**src/slw_defs.vh**
```
// Purpose: shared constants of the sleep wake-up timer
// Assumes: byte wide register port, 11-bit register addresses
// Notes:   definitions only
`ifndef SLW_DEFS_VH
`define SLW_DEFS_VH

// ****************************************
// register offsets
// ****************************************
`define SLW_ADDR_CFG_A       11'h316
`define SLW_ADDR_CFG_B       11'h317
`define SLW_ADDR_RELOAD_LO   11'h318
`define SLW_ADDR_RELOAD_HI   11'h319
`define SLW_ADDR_CTRL        11'h31a
`define SLW_ADDR_STATUS      11'h31b
`define SLW_ADDR_IRQ1_EN     11'h31c
`define SLW_ADDR_IRQ2_EN     11'h31d
`define SLW_ADDR_COUNT_LO    11'h31e
`define SLW_ADDR_COUNT_HI    11'h31f

// ****************************************
// field positions
// ****************************************
`define SLW_CFGA_PRESCALE    2:0
`define SLW_CFGB_WAKE_ARM    0
`define SLW_CFGB_SRC_SEL     6:3
`define SLW_CFGB_SRC_RC      3
`define SLW_CTRL_FLAG_RST    0
`define SLW_CTRL_CAL_START   1
`define SLW_CTRL_TMR_EN      2
`define SLW_STAT_CAL_DONE    0
`define SLW_STAT_TIMEOUT     1
`define SLW_STAT_SRC_RC      2
`define SLW_IRQ_TIMEOUT      0

// ****************************************
// reset values
// ****************************************
`define SLW_RST_BYTE         8'h00
`define SLW_RST_COUNT        16'h0000

// ****************************************
// timing
// ****************************************
`define SLW_CLK_HZ           10000000
`define SLW_CAL_TIME_US      1000
`define SLW_CAL_CYCLES       ((`SLW_CAL_TIME_US * (`SLW_CLK_HZ / 1000)) / 1000)

`endif

```
**src/slw_wakeup_timer.v**
```verilog
// Purpose: wake-up timer with prescaler, down counter, flag and RC calibration
// Assumes: slow ticks and register port synchronous to clk_sys
// Notes:   register reads answer one cycle after rd_en
//          0x316 prescale code in bits 2:0
//          0x317 wake arm in bit 0, clock source field in bits 6:3
//          0x318 reload low byte, 0x319 reload high byte
//          0x31a control: flag reset, calibration start, timer enable
//          0x31b status: calibration done, timeout flag, RC selected
//          0x31c, 0x31d timeout enable of line one and line two
//          0x31e live count low byte, also copies the high byte
//          0x31f high byte as copied by the last low byte read
//          unmapped reads return zero, unmapped writes are dropped
//          interrupt and wake outputs rise on the edge that sets the flag
//          disabling the timer freezes the count, enabling reloads it
`timescale 1ns/1ps
`include "slw_defs.vh"
module slw_wakeup_timer #(
  parameter CAL_CYCLES = `SLW_CAL_CYCLES
) (
  input  wire        clk_sys,
  input  wire        reset,
  input  wire        xtal_tick,
  input  wire        rc_tick,
  input  wire [10:0] reg_addr,
  input  wire        reg_wr_en,
  input  wire [7:0]  reg_wr_data,
  input  wire        reg_rd_en,
  output reg  [7:0]  reg_rd_data,
  input  wire        sleep_active,
  output reg         irq_one,
  output reg         irq_two,
  output reg         wake_up
);

  // ****************************************
  // software registers
  // ****************************************
  reg  [7:0]  timer_config_a_reg;
  reg  [7:0]  timer_config_b_reg;
  reg  [7:0]  reload_low_byte_reg;
  reg  [7:0]  reload_high_byte_reg;
  reg  [7:0]  timer_ctrl_reg;
  reg  [7:0]  irq_line_one_enable_reg;
  reg  [7:0]  irq_line_two_enable_reg;

  // ****************************************
  // timer state
  // ****************************************
  reg  [15:0] count_reg;
  reg  [15:0] count_next;
  reg         running_reg;
  reg         timeout_flag_reg;
  reg         timeout_flag_next;
  wire        flag_reset_bit;
  wire        flag_reset_fall;
  reg         flag_reset_prev_reg;
  wire        timer_enable;
  wire        enable_rise;
  wire        use_rc;
  wire        slow_tick;
  wire        prescaled_tick;
  wire [15:0] reload_value;
  wire        rc_calibration_done;
  wire [7:0]  slow_osc_status;
  wire        hit_zero;
  wire        count_step;
  wire        prescale_clear;
  wire [1:0]  line_enable;
  wire [1:0]  line_irq_next;
  wire        wake_next;
  reg  [7:0]  count_high_snap_reg;

  function slw_sel;
    input [10:0] addr;
    input [10:0] target;
    begin
      slw_sel = (addr == target);
    end
  endfunction

  // ****************************************
  // register writes
  // ****************************************
  // unmapped writes match no compare and are dropped
  always @(posedge clk_sys) begin
    if (reset) begin
      timer_config_a_reg      <= `SLW_RST_BYTE;
      timer_config_b_reg      <= `SLW_RST_BYTE;
      reload_low_byte_reg     <= `SLW_RST_BYTE;
      reload_high_byte_reg    <= `SLW_RST_BYTE;
      timer_ctrl_reg          <= `SLW_RST_BYTE;
      irq_line_one_enable_reg <= `SLW_RST_BYTE;
      irq_line_two_enable_reg <= `SLW_RST_BYTE;
    end else if (reg_wr_en) begin
      if (slw_sel(reg_addr, `SLW_ADDR_CFG_A)) begin
        timer_config_a_reg <= reg_wr_data;
      end
      if (slw_sel(reg_addr, `SLW_ADDR_CFG_B)) begin
        timer_config_b_reg <= reg_wr_data;
      end
      if (slw_sel(reg_addr, `SLW_ADDR_RELOAD_LO)) begin
        reload_low_byte_reg <= reg_wr_data;
      end
      if (slw_sel(reg_addr, `SLW_ADDR_RELOAD_HI)) begin
        reload_high_byte_reg <= reg_wr_data;
      end
      if (slw_sel(reg_addr, `SLW_ADDR_CTRL)) begin
        timer_ctrl_reg <= reg_wr_data;
      end
      if (slw_sel(reg_addr, `SLW_ADDR_IRQ1_EN)) begin
        irq_line_one_enable_reg <= reg_wr_data;
      end
      if (slw_sel(reg_addr, `SLW_ADDR_IRQ2_EN)) begin
        irq_line_two_enable_reg <= reg_wr_data;
      end
    end
  end

  // ****************************************
  // clock source and prescaler
  // ****************************************
  assign use_rc    = timer_config_b_reg[`SLW_CFGB_SRC_RC];
  assign slow_tick = use_rc ? rc_tick : xtal_tick;
  assign timer_enable = timer_ctrl_reg[`SLW_CTRL_TMR_EN];
  assign enable_rise  = timer_enable && !running_reg;
  // a tick landing on the enable cycle is dropped with the count load
  assign prescale_clear = !timer_enable || enable_rise;

  // prescaler restarts with the counter so the first period is whole
  slw_prescaler u_prescaler (
    .clk_sys   (clk_sys),
    .reset     (reset),
    .clr       (prescale_clear),
    .slow_tick (slow_tick),
    .select    (timer_config_a_reg[`SLW_CFGA_PRESCALE]),
    .tick_out  (prescaled_tick)
  );

  // ****************************************
  // down counter
  // ****************************************
  assign reload_value = {reload_high_byte_reg, reload_low_byte_reg};
  assign count_step   = running_reg && prescaled_tick;

  // reload of zero times out on every prescaled tick
  always @* begin
    count_next = count_reg;
    if (enable_rise) begin
      count_next = reload_value;
    end else if (count_step) begin
      // periodic: after zero the next tick reloads
      if (count_reg == 16'h0000) begin
        count_next = reload_value;
      end else begin
        count_next = count_reg - 16'h0001;
      end
    end
  end

  assign hit_zero = count_step && (count_next == 16'h0000);

  // ****************************************
  // timeout flag
  // ****************************************
  // the flag outlives a disable: only the clear sequence drops it
  assign flag_reset_bit  = timer_ctrl_reg[`SLW_CTRL_FLAG_RST];
  // clear completes on the 1->0 step of the reset field
  assign flag_reset_fall = flag_reset_prev_reg && !flag_reset_bit;

  always @* begin
    timeout_flag_next = timeout_flag_reg;
    if (flag_reset_fall) begin
      timeout_flag_next = 1'b0;
    end
    // set after clear: a timeout in the clearing cycle is kept
    if (hit_zero) begin
      timeout_flag_next = 1'b1;
    end
  end

  always @(posedge clk_sys) begin
    if (reset) begin
      count_reg           <= `SLW_RST_COUNT;
      running_reg         <= 1'b0;
      timeout_flag_reg    <= 1'b0;
      flag_reset_prev_reg <= 1'b0;
    end else begin
      count_reg           <= count_next;
      running_reg         <= timer_enable;
      timeout_flag_reg    <= timeout_flag_next;
      flag_reset_prev_reg <= flag_reset_bit;
    end
  end

  // ****************************************
  // interrupt lines
  // ****************************************
  // each line has its own mask so one host pin can stay quiet
  assign line_enable[0] = irq_line_one_enable_reg[`SLW_IRQ_TIMEOUT];
  assign line_enable[1] = irq_line_two_enable_reg[`SLW_IRQ_TIMEOUT];

  genvar line_idx;
  generate
    for (line_idx = 0; line_idx < 2; line_idx = line_idx + 1) begin : g_irq_line
      assign line_irq_next[line_idx] = timeout_flag_next && line_enable[line_idx];
    end
  endgenerate

  always @(posedge clk_sys) begin
    if (reset) begin
      irq_one <= 1'b0;
      irq_two <= 1'b0;
    end else begin
      irq_one <= line_irq_next[0];
      irq_two <= line_irq_next[1];
    end
  end

  // ****************************************
  // wake-up from sleep
  // ****************************************
  // level, not pulse: stands until the flag is cleared, sleep ends or the wake arm bit is cleared
  assign wake_next = timeout_flag_next && sleep_active &&
                     timer_config_b_reg[`SLW_CFGB_WAKE_ARM];

  always @(posedge clk_sys) begin
    if (reset) begin
      wake_up <= 1'b0;
    end else begin
      wake_up <= wake_next;
    end
  end

  // ****************************************
  // RC oscillator calibration
  // ****************************************
  // done drops on the edge after software clears the start bit
  slw_rc_cal #(
    .CAL_CYCLES (CAL_CYCLES)
  ) u_rc_cal (
    .clk_sys (clk_sys),
    .reset   (reset),
    .start   (timer_ctrl_reg[`SLW_CTRL_CAL_START]),
    .done    (rc_calibration_done)
  );

  // ****************************************
  // status byte and count readback
  // ****************************************
  // status bits are live; only the count high byte needs a copy
  assign slow_osc_status = {5'h00, use_rc, timeout_flag_reg, rc_calibration_done};

  // high byte is frozen by the low byte read, so a tick between
  // the two reads cannot tear the 16-bit value
  always @(posedge clk_sys) begin
    if (reset) begin
      count_high_snap_reg <= `SLW_RST_BYTE;
    end else if (reg_rd_en && slw_sel(reg_addr, `SLW_ADDR_COUNT_LO)) begin
      count_high_snap_reg <= count_reg[15:8];
    end
  end

  // ****************************************
  // register reads
  // ****************************************
  always @(posedge clk_sys) begin
    if (reset) begin
      reg_rd_data <= `SLW_RST_BYTE;
    end else if (reg_rd_en) begin
      case (reg_addr)
        `SLW_ADDR_CFG_A:     reg_rd_data <= timer_config_a_reg;
        `SLW_ADDR_CFG_B:     reg_rd_data <= timer_config_b_reg;
        `SLW_ADDR_RELOAD_LO: reg_rd_data <= reload_low_byte_reg;
        `SLW_ADDR_RELOAD_HI: reg_rd_data <= reload_high_byte_reg;
        `SLW_ADDR_CTRL:      reg_rd_data <= timer_ctrl_reg;
        `SLW_ADDR_STATUS:    reg_rd_data <= slow_osc_status;
        `SLW_ADDR_IRQ1_EN:   reg_rd_data <= irq_line_one_enable_reg;
        `SLW_ADDR_IRQ2_EN:   reg_rd_data <= irq_line_two_enable_reg;
        `SLW_ADDR_COUNT_LO:  reg_rd_data <= count_reg[7:0];
        `SLW_ADDR_COUNT_HI:  reg_rd_data <= count_high_snap_reg;
        default:             reg_rd_data <= `SLW_RST_BYTE;
      endcase
    end
  end

endmodule

```
**src/slw_prescaler.v**
```verilog
// Purpose: divides the selected slow tick by the programmed factor
// Assumes: slow_tick is a one-cycle pulse at 32.768 kHz rate
// Notes:   clr restarts the division from zero
`timescale 1ns/1ps
`include "slw_defs.vh"
module slw_prescaler (
  input  wire        clk_sys,
  input  wire        reset,
  input  wire        clr,
  input  wire        slow_tick,
  input  wire [2:0]  select,
  output wire        tick_out
);

  reg  [15:0] div_cnt_reg;
  reg  [15:0] div_cnt_next;
  wire [15:0] terminal;

  // ****************************************
  // division factor minus one
  // ****************************************
  function [15:0] slw_div_terminal;
    input [2:0] sel;
    begin
      case (sel)
        3'h0:    slw_div_terminal = 16'h0000;
        3'h1:    slw_div_terminal = 16'h0003;
        3'h2:    slw_div_terminal = 16'h0007;
        3'h3:    slw_div_terminal = 16'h000f;
        3'h4:    slw_div_terminal = 16'h007f;
        3'h5:    slw_div_terminal = 16'h03ff;
        3'h6:    slw_div_terminal = 16'h1fff;
        default: slw_div_terminal = 16'hffff;
      endcase
    end
  endfunction

  assign terminal = slw_div_terminal(select);
  assign tick_out = slow_tick && (div_cnt_reg >= terminal);

  always @* begin
    div_cnt_next = div_cnt_reg;
    if (clr) begin
      div_cnt_next = `SLW_RST_COUNT;
    end else if (slow_tick) begin
      // >= so a smaller factor picked mid-count still ends promptly
      if (div_cnt_reg >= terminal) begin
        div_cnt_next = `SLW_RST_COUNT;
      end else begin
        div_cnt_next = div_cnt_reg + 16'h0001;
      end
    end
  end

  always @(posedge clk_sys) begin
    if (reset) begin
      div_cnt_reg <= `SLW_RST_COUNT;
    end else begin
      div_cnt_reg <= div_cnt_next;
    end
  end

endmodule

```
**src/slw_rc_cal.v**
```verilog
// Purpose: times one calibration of the RC oscillator
// Assumes: start is the calibration control bit as software wrote it
// Notes:   done stays low while start is low
`timescale 1ns/1ps
`include "slw_defs.vh"
module slw_rc_cal #(
  parameter CAL_CYCLES = `SLW_CAL_CYCLES
) (
  input  wire clk_sys,
  input  wire reset,
  input  wire start,
  output reg  done
);

  localparam ST_IDLE = 3'b001;
  localparam ST_BUSY = 3'b010;
  localparam ST_DONE = 3'b100;

  reg [2:0]  state_reg;
  reg [2:0]  state_next;
  reg [15:0] cnt_reg;
  reg [15:0] cnt_next;
  reg        start_reg;
  wire       start_rise;

  // never runs on its own: only a fresh 0->1 starts it
  assign start_rise = start && !start_reg;

  always @* begin
    state_next = state_reg;
    cnt_next   = cnt_reg;
    case (state_reg)
      ST_IDLE: begin
        if (start_rise) begin
          state_next = ST_BUSY;
          cnt_next   = 16'h0000;
        end
      end
      ST_BUSY: begin
        if (!start) begin
          state_next = ST_IDLE;
        end else if (cnt_reg == CAL_CYCLES[15:0] - 16'h0001) begin
          state_next = ST_DONE;
        end else begin
          cnt_next = cnt_reg + 16'h0001;
        end
      end
      ST_DONE: begin
        if (!start) begin
          state_next = ST_IDLE;
        end
      end
      default: begin
        state_next = ST_IDLE;
      end
    endcase
  end

  always @(posedge clk_sys) begin
    if (reset) begin
      state_reg <= ST_IDLE;
      cnt_reg   <= 16'h0000;
      start_reg <= 1'b0;
      done      <= 1'b0;
    end else begin
      state_reg <= state_next;
      cnt_reg   <= cnt_next;
      start_reg <= start;
      done      <= (state_next == ST_DONE);
    end
  end

endmodule

```
**config.mk**
```make
export PLATFORM = sky130hd
export DESIGN_NAME = slw_wakeup_timer
export DESIGN_NICKNAME = d
export VERILOG_FILES = /design/src/slw_wakeup_timer.v /design/src/slw_prescaler.v /design/src/slw_rc_cal.v
export VERILOG_INCLUDE_DIRS = /design/src
export SDC_FILE = /design/constraint.sdc
export NUM_CORES = 1
export LEC_CHECK = 0
export ABC_AREA = 1
export BUFFER_PORTS_ARGS = -buffer_cell sky130_fd_sc_hd__buf_2
export CORE_UTILIZATION = 55
export DETAILED_ROUTE_END_ITERATION = 8
export PLACE_DENSITY = 0.76
export SETUP_SLACK_MARGIN = 0.5
export SYNTH_ARGS = -nofsm -noshare
export SYNTH_HDL_FRONTEND = slang
export SYNTH_SLANG_ARGS = --single-unit
```
**constraint.sdc**
```tcl
create_clock -name clk_sys -period 2.2 [get_ports clk_sys]
set_input_delay 0.22 -clock clk_sys [delete_from_list [all_inputs] [get_ports clk_sys]]
set_output_delay 0.22 -clock clk_sys [all_outputs]
set_load 0.02 [all_outputs]
```
# Word-level counts from Yosys, hierarchy flattened
# Index checks and enable logic that the tools add are counted.
# totals
inputBits,26
elab_cells,96
out_inout_bits,11
reg_bits,131
# classes
addsub,3
eq_ne,24
reduce_logical,29
n_lt_le_gt_ge,1
n_mux,18
# op_table
op,count
$mux W16,7
$pmux W16 S7,1
$eq A11 B10 Y1 const B,10
$pmux W8 S10,1
$add A16 B1 Y16 const B,2
$logic_not A16 Y1,2
$pmux W16 S2,1
$eq A16 B14 Y1 const B,1
$ge A16 B16 Y1,1
$sub A16 B1 Y16 const B,1
$eq A3 B3 Y1 const B,5
$reduce_and A2 Y1,7
$mux W3,4
$logic_and A1 B1 Y1,11
$eq A3 B2 Y1 const B,3
$pmux W3 S3,1
$eq A3 B1 Y1 const B,2
$logic_not A1 Y1,4
$ne A2 B2 Y1 const B,2
$reduce_and A4 Y1,1
$logic_not A3 Y1,1
$mux W1,3
$ne A2 B1 Y1 const B,1
$reduce_bool A2 Y1,1
other kinds (2),2

# Longest topological paths before layout
# logic_depth
ltp_word,12
ltp_mapped,23
ltp_nobuf,23

# Cells and area by module
# A second synthesis with hierarchy kept.
# unflattened
hier_cells,1046
area_unflattened_um2,7233.2
# modules_own_cells
mod,area_per_inst_um2,seq_area_each_um2,cells_per_inst,instances
slw_wakeup_timer,4723.3,1881.8,690,1
slw_rc_cal,1276.2,420.4,192,1
slw_prescaler,1233.7,320.3,164,1

# Worst setup path after synthesis
# Ideal clock, no wire load.
# synth_path
path_kind,register -> register
start,reg timer_config_a_reg[2]
end,reg irq_one
period_less_slack_ps,2323
n_path_buf,1
path_slack_ps,-123
required_ps,2136
setup_time_ps,64
path_stages_with_launch,20
t_arrival_ps,2260
cell_sequence,dfxtp_1 nand3_1 ha_1 nand2_1 nor2_1 nand2_1 nor3_2 nand2_2 nand2_4 nand3_4 buf_6 nand2_2 nand3_1 nor2_1 nand2_1 nor2_1 nand3_1 nand2_1 nand2_2 nor2_1
# synth_between
elab_chain_len,11
word_cells_on_any_way,17
classes_between,order compare: 1; eq/ne: 6; mux: 4; reduce/logical: 6
# synth_lines
element,line,rtl
"start, declared",slw_wakeup_timer.v:38,reg [7:0] timer_config_a_reg;
"start signal, assigned",slw_wakeup_timer.v:87,timer_config_a_reg <= `SLW_RST_BYTE;
"start signal, assigned",slw_wakeup_timer.v:96,timer_config_a_reg <= reg_wr_data;
"$eq A3 B3 Y1, or another cell as far along",slw_prescaler.v:25,case (sel)
$pmux W16 S7 *,slw_prescaler.v:25,
$ge A16 B16 Y1 *,slw_prescaler.v:39,assign tick_out = slow_tick && (div_cnt_reg >= terminal);
$logic_and A1 B1 Y1 *,slw_prescaler.v:39,
$logic_and A1 B1 Y1 *,slw_wakeup_timer.v:143,assign count_step = running_reg && prescaled_tick;
$mux W16,slw_wakeup_timer.v:150,end else if (count_step) begin
$mux W16,slw_wakeup_timer.v:148,if (enable_rise) begin
$logic_not A16 Y1,slw_wakeup_timer.v:160,assign hit_zero = count_step && (count_next == 16'h0000);
$logic_and A1 B1 Y1 *,slw_wakeup_timer.v:160,
$mux W1 *,slw_wakeup_timer.v:176,if (hit_zero) begin
$logic_and A1 B1 Y1 *,slw_wakeup_timer.v:205,assign line_irq_next[line_idx] = timeout_flag_next && line_enable[line_idx];
"end signal, assigned",slw_wakeup_timer.v:214,irq_one <= line_irq_next[0];
"end, declared",slw_wakeup_timer.v:30,"output reg irq_one,"
# Every way passes the cells marked *; elsewhere a longest branch is shown, timed or not.
# A chain may end at the register's enable or synchronous reset.

# Final worst setup path
# Ends and elaborated chain as after synthesis.

==> impl_metrics.env <==
export IMPL_status="finished, violations left"
export IMPL_violations="setup timing"
export IMPL_path_cells="nand2_2 > ha_1 > nand2_1 > o31ai_2 > a21oi_4 > nand2_8 > buf_12 > nand4_1 > nand3_1 > nand2_1 > inv_1 > nand2_2 > nor2_4 > nand3_2 > nand2_1 > nand2_2 > nor2_1"
export IMPL_crit_start="timer_config_a_reg[2]"
export IMPL_power_uw=5270
export IMPL_drc_errors=0
export IMPL_postSynthAreaPerCell_um2=6.70
export IMPL_synth_edf_count=0
export IMPL_setup_viol_count_final=24
export IMPL_cts_hold_buf=0
export IMPL_die_h_um=113
export IMPL_worst_path_max_delay_cell="dfxtp_4"
export IMPL_hold_depth=3
export IMPL_floorplan_initialDensity=0.566
export IMPL_cts_root_buf="clkbuf_16"
export IMPL_cp_data_arrival_time_ns=3.08
export IMPL_critPathLaunchType="flip-flop"
export IMPL_tightest_slew_ns=0.664
export IMPL_finalMaxSlewViolations=0
export IMPL_synthCells=1015
export IMPL_antenna_found_initial=0
export IMPL_ys_async_sr_fraction=0
export IMPL_synth_commonest_cells="170 x nand2_1, 154 x nor2_1, 151 x inv_1"
export IMPL_cts_tree="done"
export IMPL_h_tree_depth=4
export IMPL_rsz0062_at_grt="yes"
export IMPL_antennaDiodeCount=0
export IMPL_synth_most_common_cell="nand2_1"
export IMPL_port_buffers=36
export IMPL_insertion_delay_ns=0.43
export IMPL_ys_ff_latch=131
export IMPL_cpPeakStageDelay_ns=0.41
export IMPL_max_cap_violations=0
export IMPL_p_leak_uw=0.00390
export IMPL_cp_max_fo=7
export IMPL_drt_wl_total_um=21600
export IMPL_p_clk_frac=0.523
export IMPL_crit_required_ns=2.57
export IMPL_syn_nets=1058
export IMPL_worstReg2RegEnd="irq_one"
export IMPL_grt_max_degree=75
export IMPL_reg2reg_depth=17
export IMPL_yosys_most_used_dff="dfxtp_1"
export IMPL_p_int_uw=3990
export IMPL_finalHoldViolCount=0
export IMPL_fp_coreArea_um2=12000
export IMPL_synth_seq_area_share=0.386
export IMPL_ir_drop_mv=0.658
export IMPL_yosys_area_top_type="dfxtp_1"
export IMPL_setup_ws_ns=-0.511
export IMPL_cts_buffers=17
export IMPL_p_comb_frac=0.028
export IMPL_seq_power_share=0.449
export IMPL_die_w_um=113
export IMPL_overflow=0
export IMPL_viasPerCell=5.70
export IMPL_totalNegativeSetupSlack_ns=-3.25
export IMPL_ys_types=41
export IMPL_via_count=7427
export IMPL_power_density_nw_per_um2=587
export IMPL_ys_warn_count=0
export IMPL_row_count=40
export IMPL_period_needed_ns=2.71
export IMPL_grt_pass1_wl_um=32200
export IMPL_rr_startpoint="timer_config_a_reg[2]"
export IMPL_rrSetupSlack_ns=-0.51
export IMPL_timing_critical_path_to_type="flip-flop"
export IMPL_finalClockSkew_ns=0.00639
export IMPL_hold_slack_ns=0.0384
export IMPL_drt_first_pass_iters=8
export IMPL_drtIter0Drc=751
export IMPL_dp_hpwl_um=13900
export IMPL_hold_class="input port to flip-flop"
export IMPL_io_pins=37
export IMPL_fin_crit_sh=1.23
export IMPL_synth_top_area_share=0.386
export IMPL_switchingPower_uw=1280
export IMPL_path_class="flip-flop to flip-flop"
export IMPL_fmax_ghz=0.369
export IMPL_p_sw_frac=0.243
export IMPL_dieArea_um2=12800
export IMPL_clock_path_buffers=2
export IMPL_synthTopCellsByArea="dfxtp_1 39%, nand2_1 9.4%, nor2_1 8.5%"
export IMPL_gp_congestion=0.937
export IMPL_post_drt_wl_per_cell_um=16.6
export IMPL_fillCellCount=853
export IMPL_relSlewSlack=0.557
export IMPL_cts_reportedPaths_clkPinSlew_ns=0.06
export IMPL_grtUsageTotal=0.325
export IMPL_fin_nets=1185
export IMPL_netlist_area_um2=6800
export IMPL_area_growth_pct=32.2
export IMPL_numClockSinks=131
export IMPL_first_global_vias=6700
export IMPL_dp_slack_ns=-0.339
export IMPL_hp_start="sleep_active"
export IMPL_hold_path_endpoint="wake_up"
export IMPL_antenna_left=0
export IMPL_layout_drive_gt1_share=0.252
==> worst max-delay path, delay by kind of cell (launching register included) <==
family,cells,cell delay (ns)
buf+inv,2,0.27
simple gates,12,1.19
compound gates,2,0.44
fa+ha+maj,1,0.33
flops,1,0.41
==> power by group through the flow <==
stage	Clock (uW)	Sequential (uW)	Combinational, uW
after global placement	0	2420	133
after global routing	2850	2370	160
after CTS	2770	2370	137
final	2760	2370	146
after detailed placement	0	2420	134
after floorplan	0	2420	68.6
==> cells in the final DEF (no fill, tap or decap), types with 6 or more instances in the layout <==
cell type  netlist  final
dfxtp_1        131    117
ha_4             0      6
dfxtp_2          0     10
inv_2            2     14
nand3_1         58     50
nor3_1          17      9
inv_1          151    138
buf_4            0     81
o21ai_1          1      8
o21ai_0         93     84
xor2_1          13     13
nor2_4           0     10
nand2_1        170    150
o22ai_1         11     11
buf_2            3     36
buf_6            1     13
nand4_1         25     25
nor2_2           0     14
a21oi_2          0      6
a221oi_1        10     10
clkbuf_16        0     18
nand2_2          7     22
ha_1            17     11
nor2_1         154    130
nand3_2          1      8
a21oi_1         89     82
==> layout make-up <==
cell class                 count  area, um^2  area share
sequential                   131        2650       0.295
multi-input combinational    703        3970       0.442
clock buffer                  21         480      0.0535
clock inverter                11        92.6      0.0103
timing repair buffer         134        1020       0.114
inverter                     155         586      0.0652
tap                          147         184      0.0205
==> metrics by stage <==
step                utilization  cell area, um^2  instances
finish                    0.748             8980       1302
global route              0.748             8980       1302
CTS                       0.713             8560       1295
detailed placement        0.648             7790       1251
global placement          0.648             7790       1251
floorplan                     -             6910       1015
==> worst max path at each step <==
stage / to / slack, ns / cells past startpoint
6_report: irq_one / -0.51 / 17
5_1_grt: wake_up / -0.64 / 19
4_1_cts: irq_one / -0.28 / 22
3_5_place_dp: irq_one / -0.34 / 18
3_3_place_gp: wake_up / -0.27 / 18
2_1_floorplan: irq_one / -0.02 / 22
==> repair_timing <==
item	CTS	global route
pin swaps	17	37
endpoints found under the setup margin	45	62
resized for setup	38	96
cloned	1	2
buffers inserted	11	5
==> cell families after synthesis <==
kind of cell	after synthesis	synth area share
DFF	131	0.386
AOI/OAI and AO/OA	222	0.178
xor gates and xnor gates	15	0.0193
adders and majority gates	17	0.0313
and+or+nand+nor	447	0.282
buffers and inverters	183	0.103
==> layer usage <==
layer,GRT usage,vias up,part of all wire
met5,0,-,0
met4,0.185,0,0.045
met3,0.0755,85,0.089
met2,0.520,403,0.46
met1,0.401,3341,0.40
li1,-,3598,-
(Power assumes the default switching activity.)
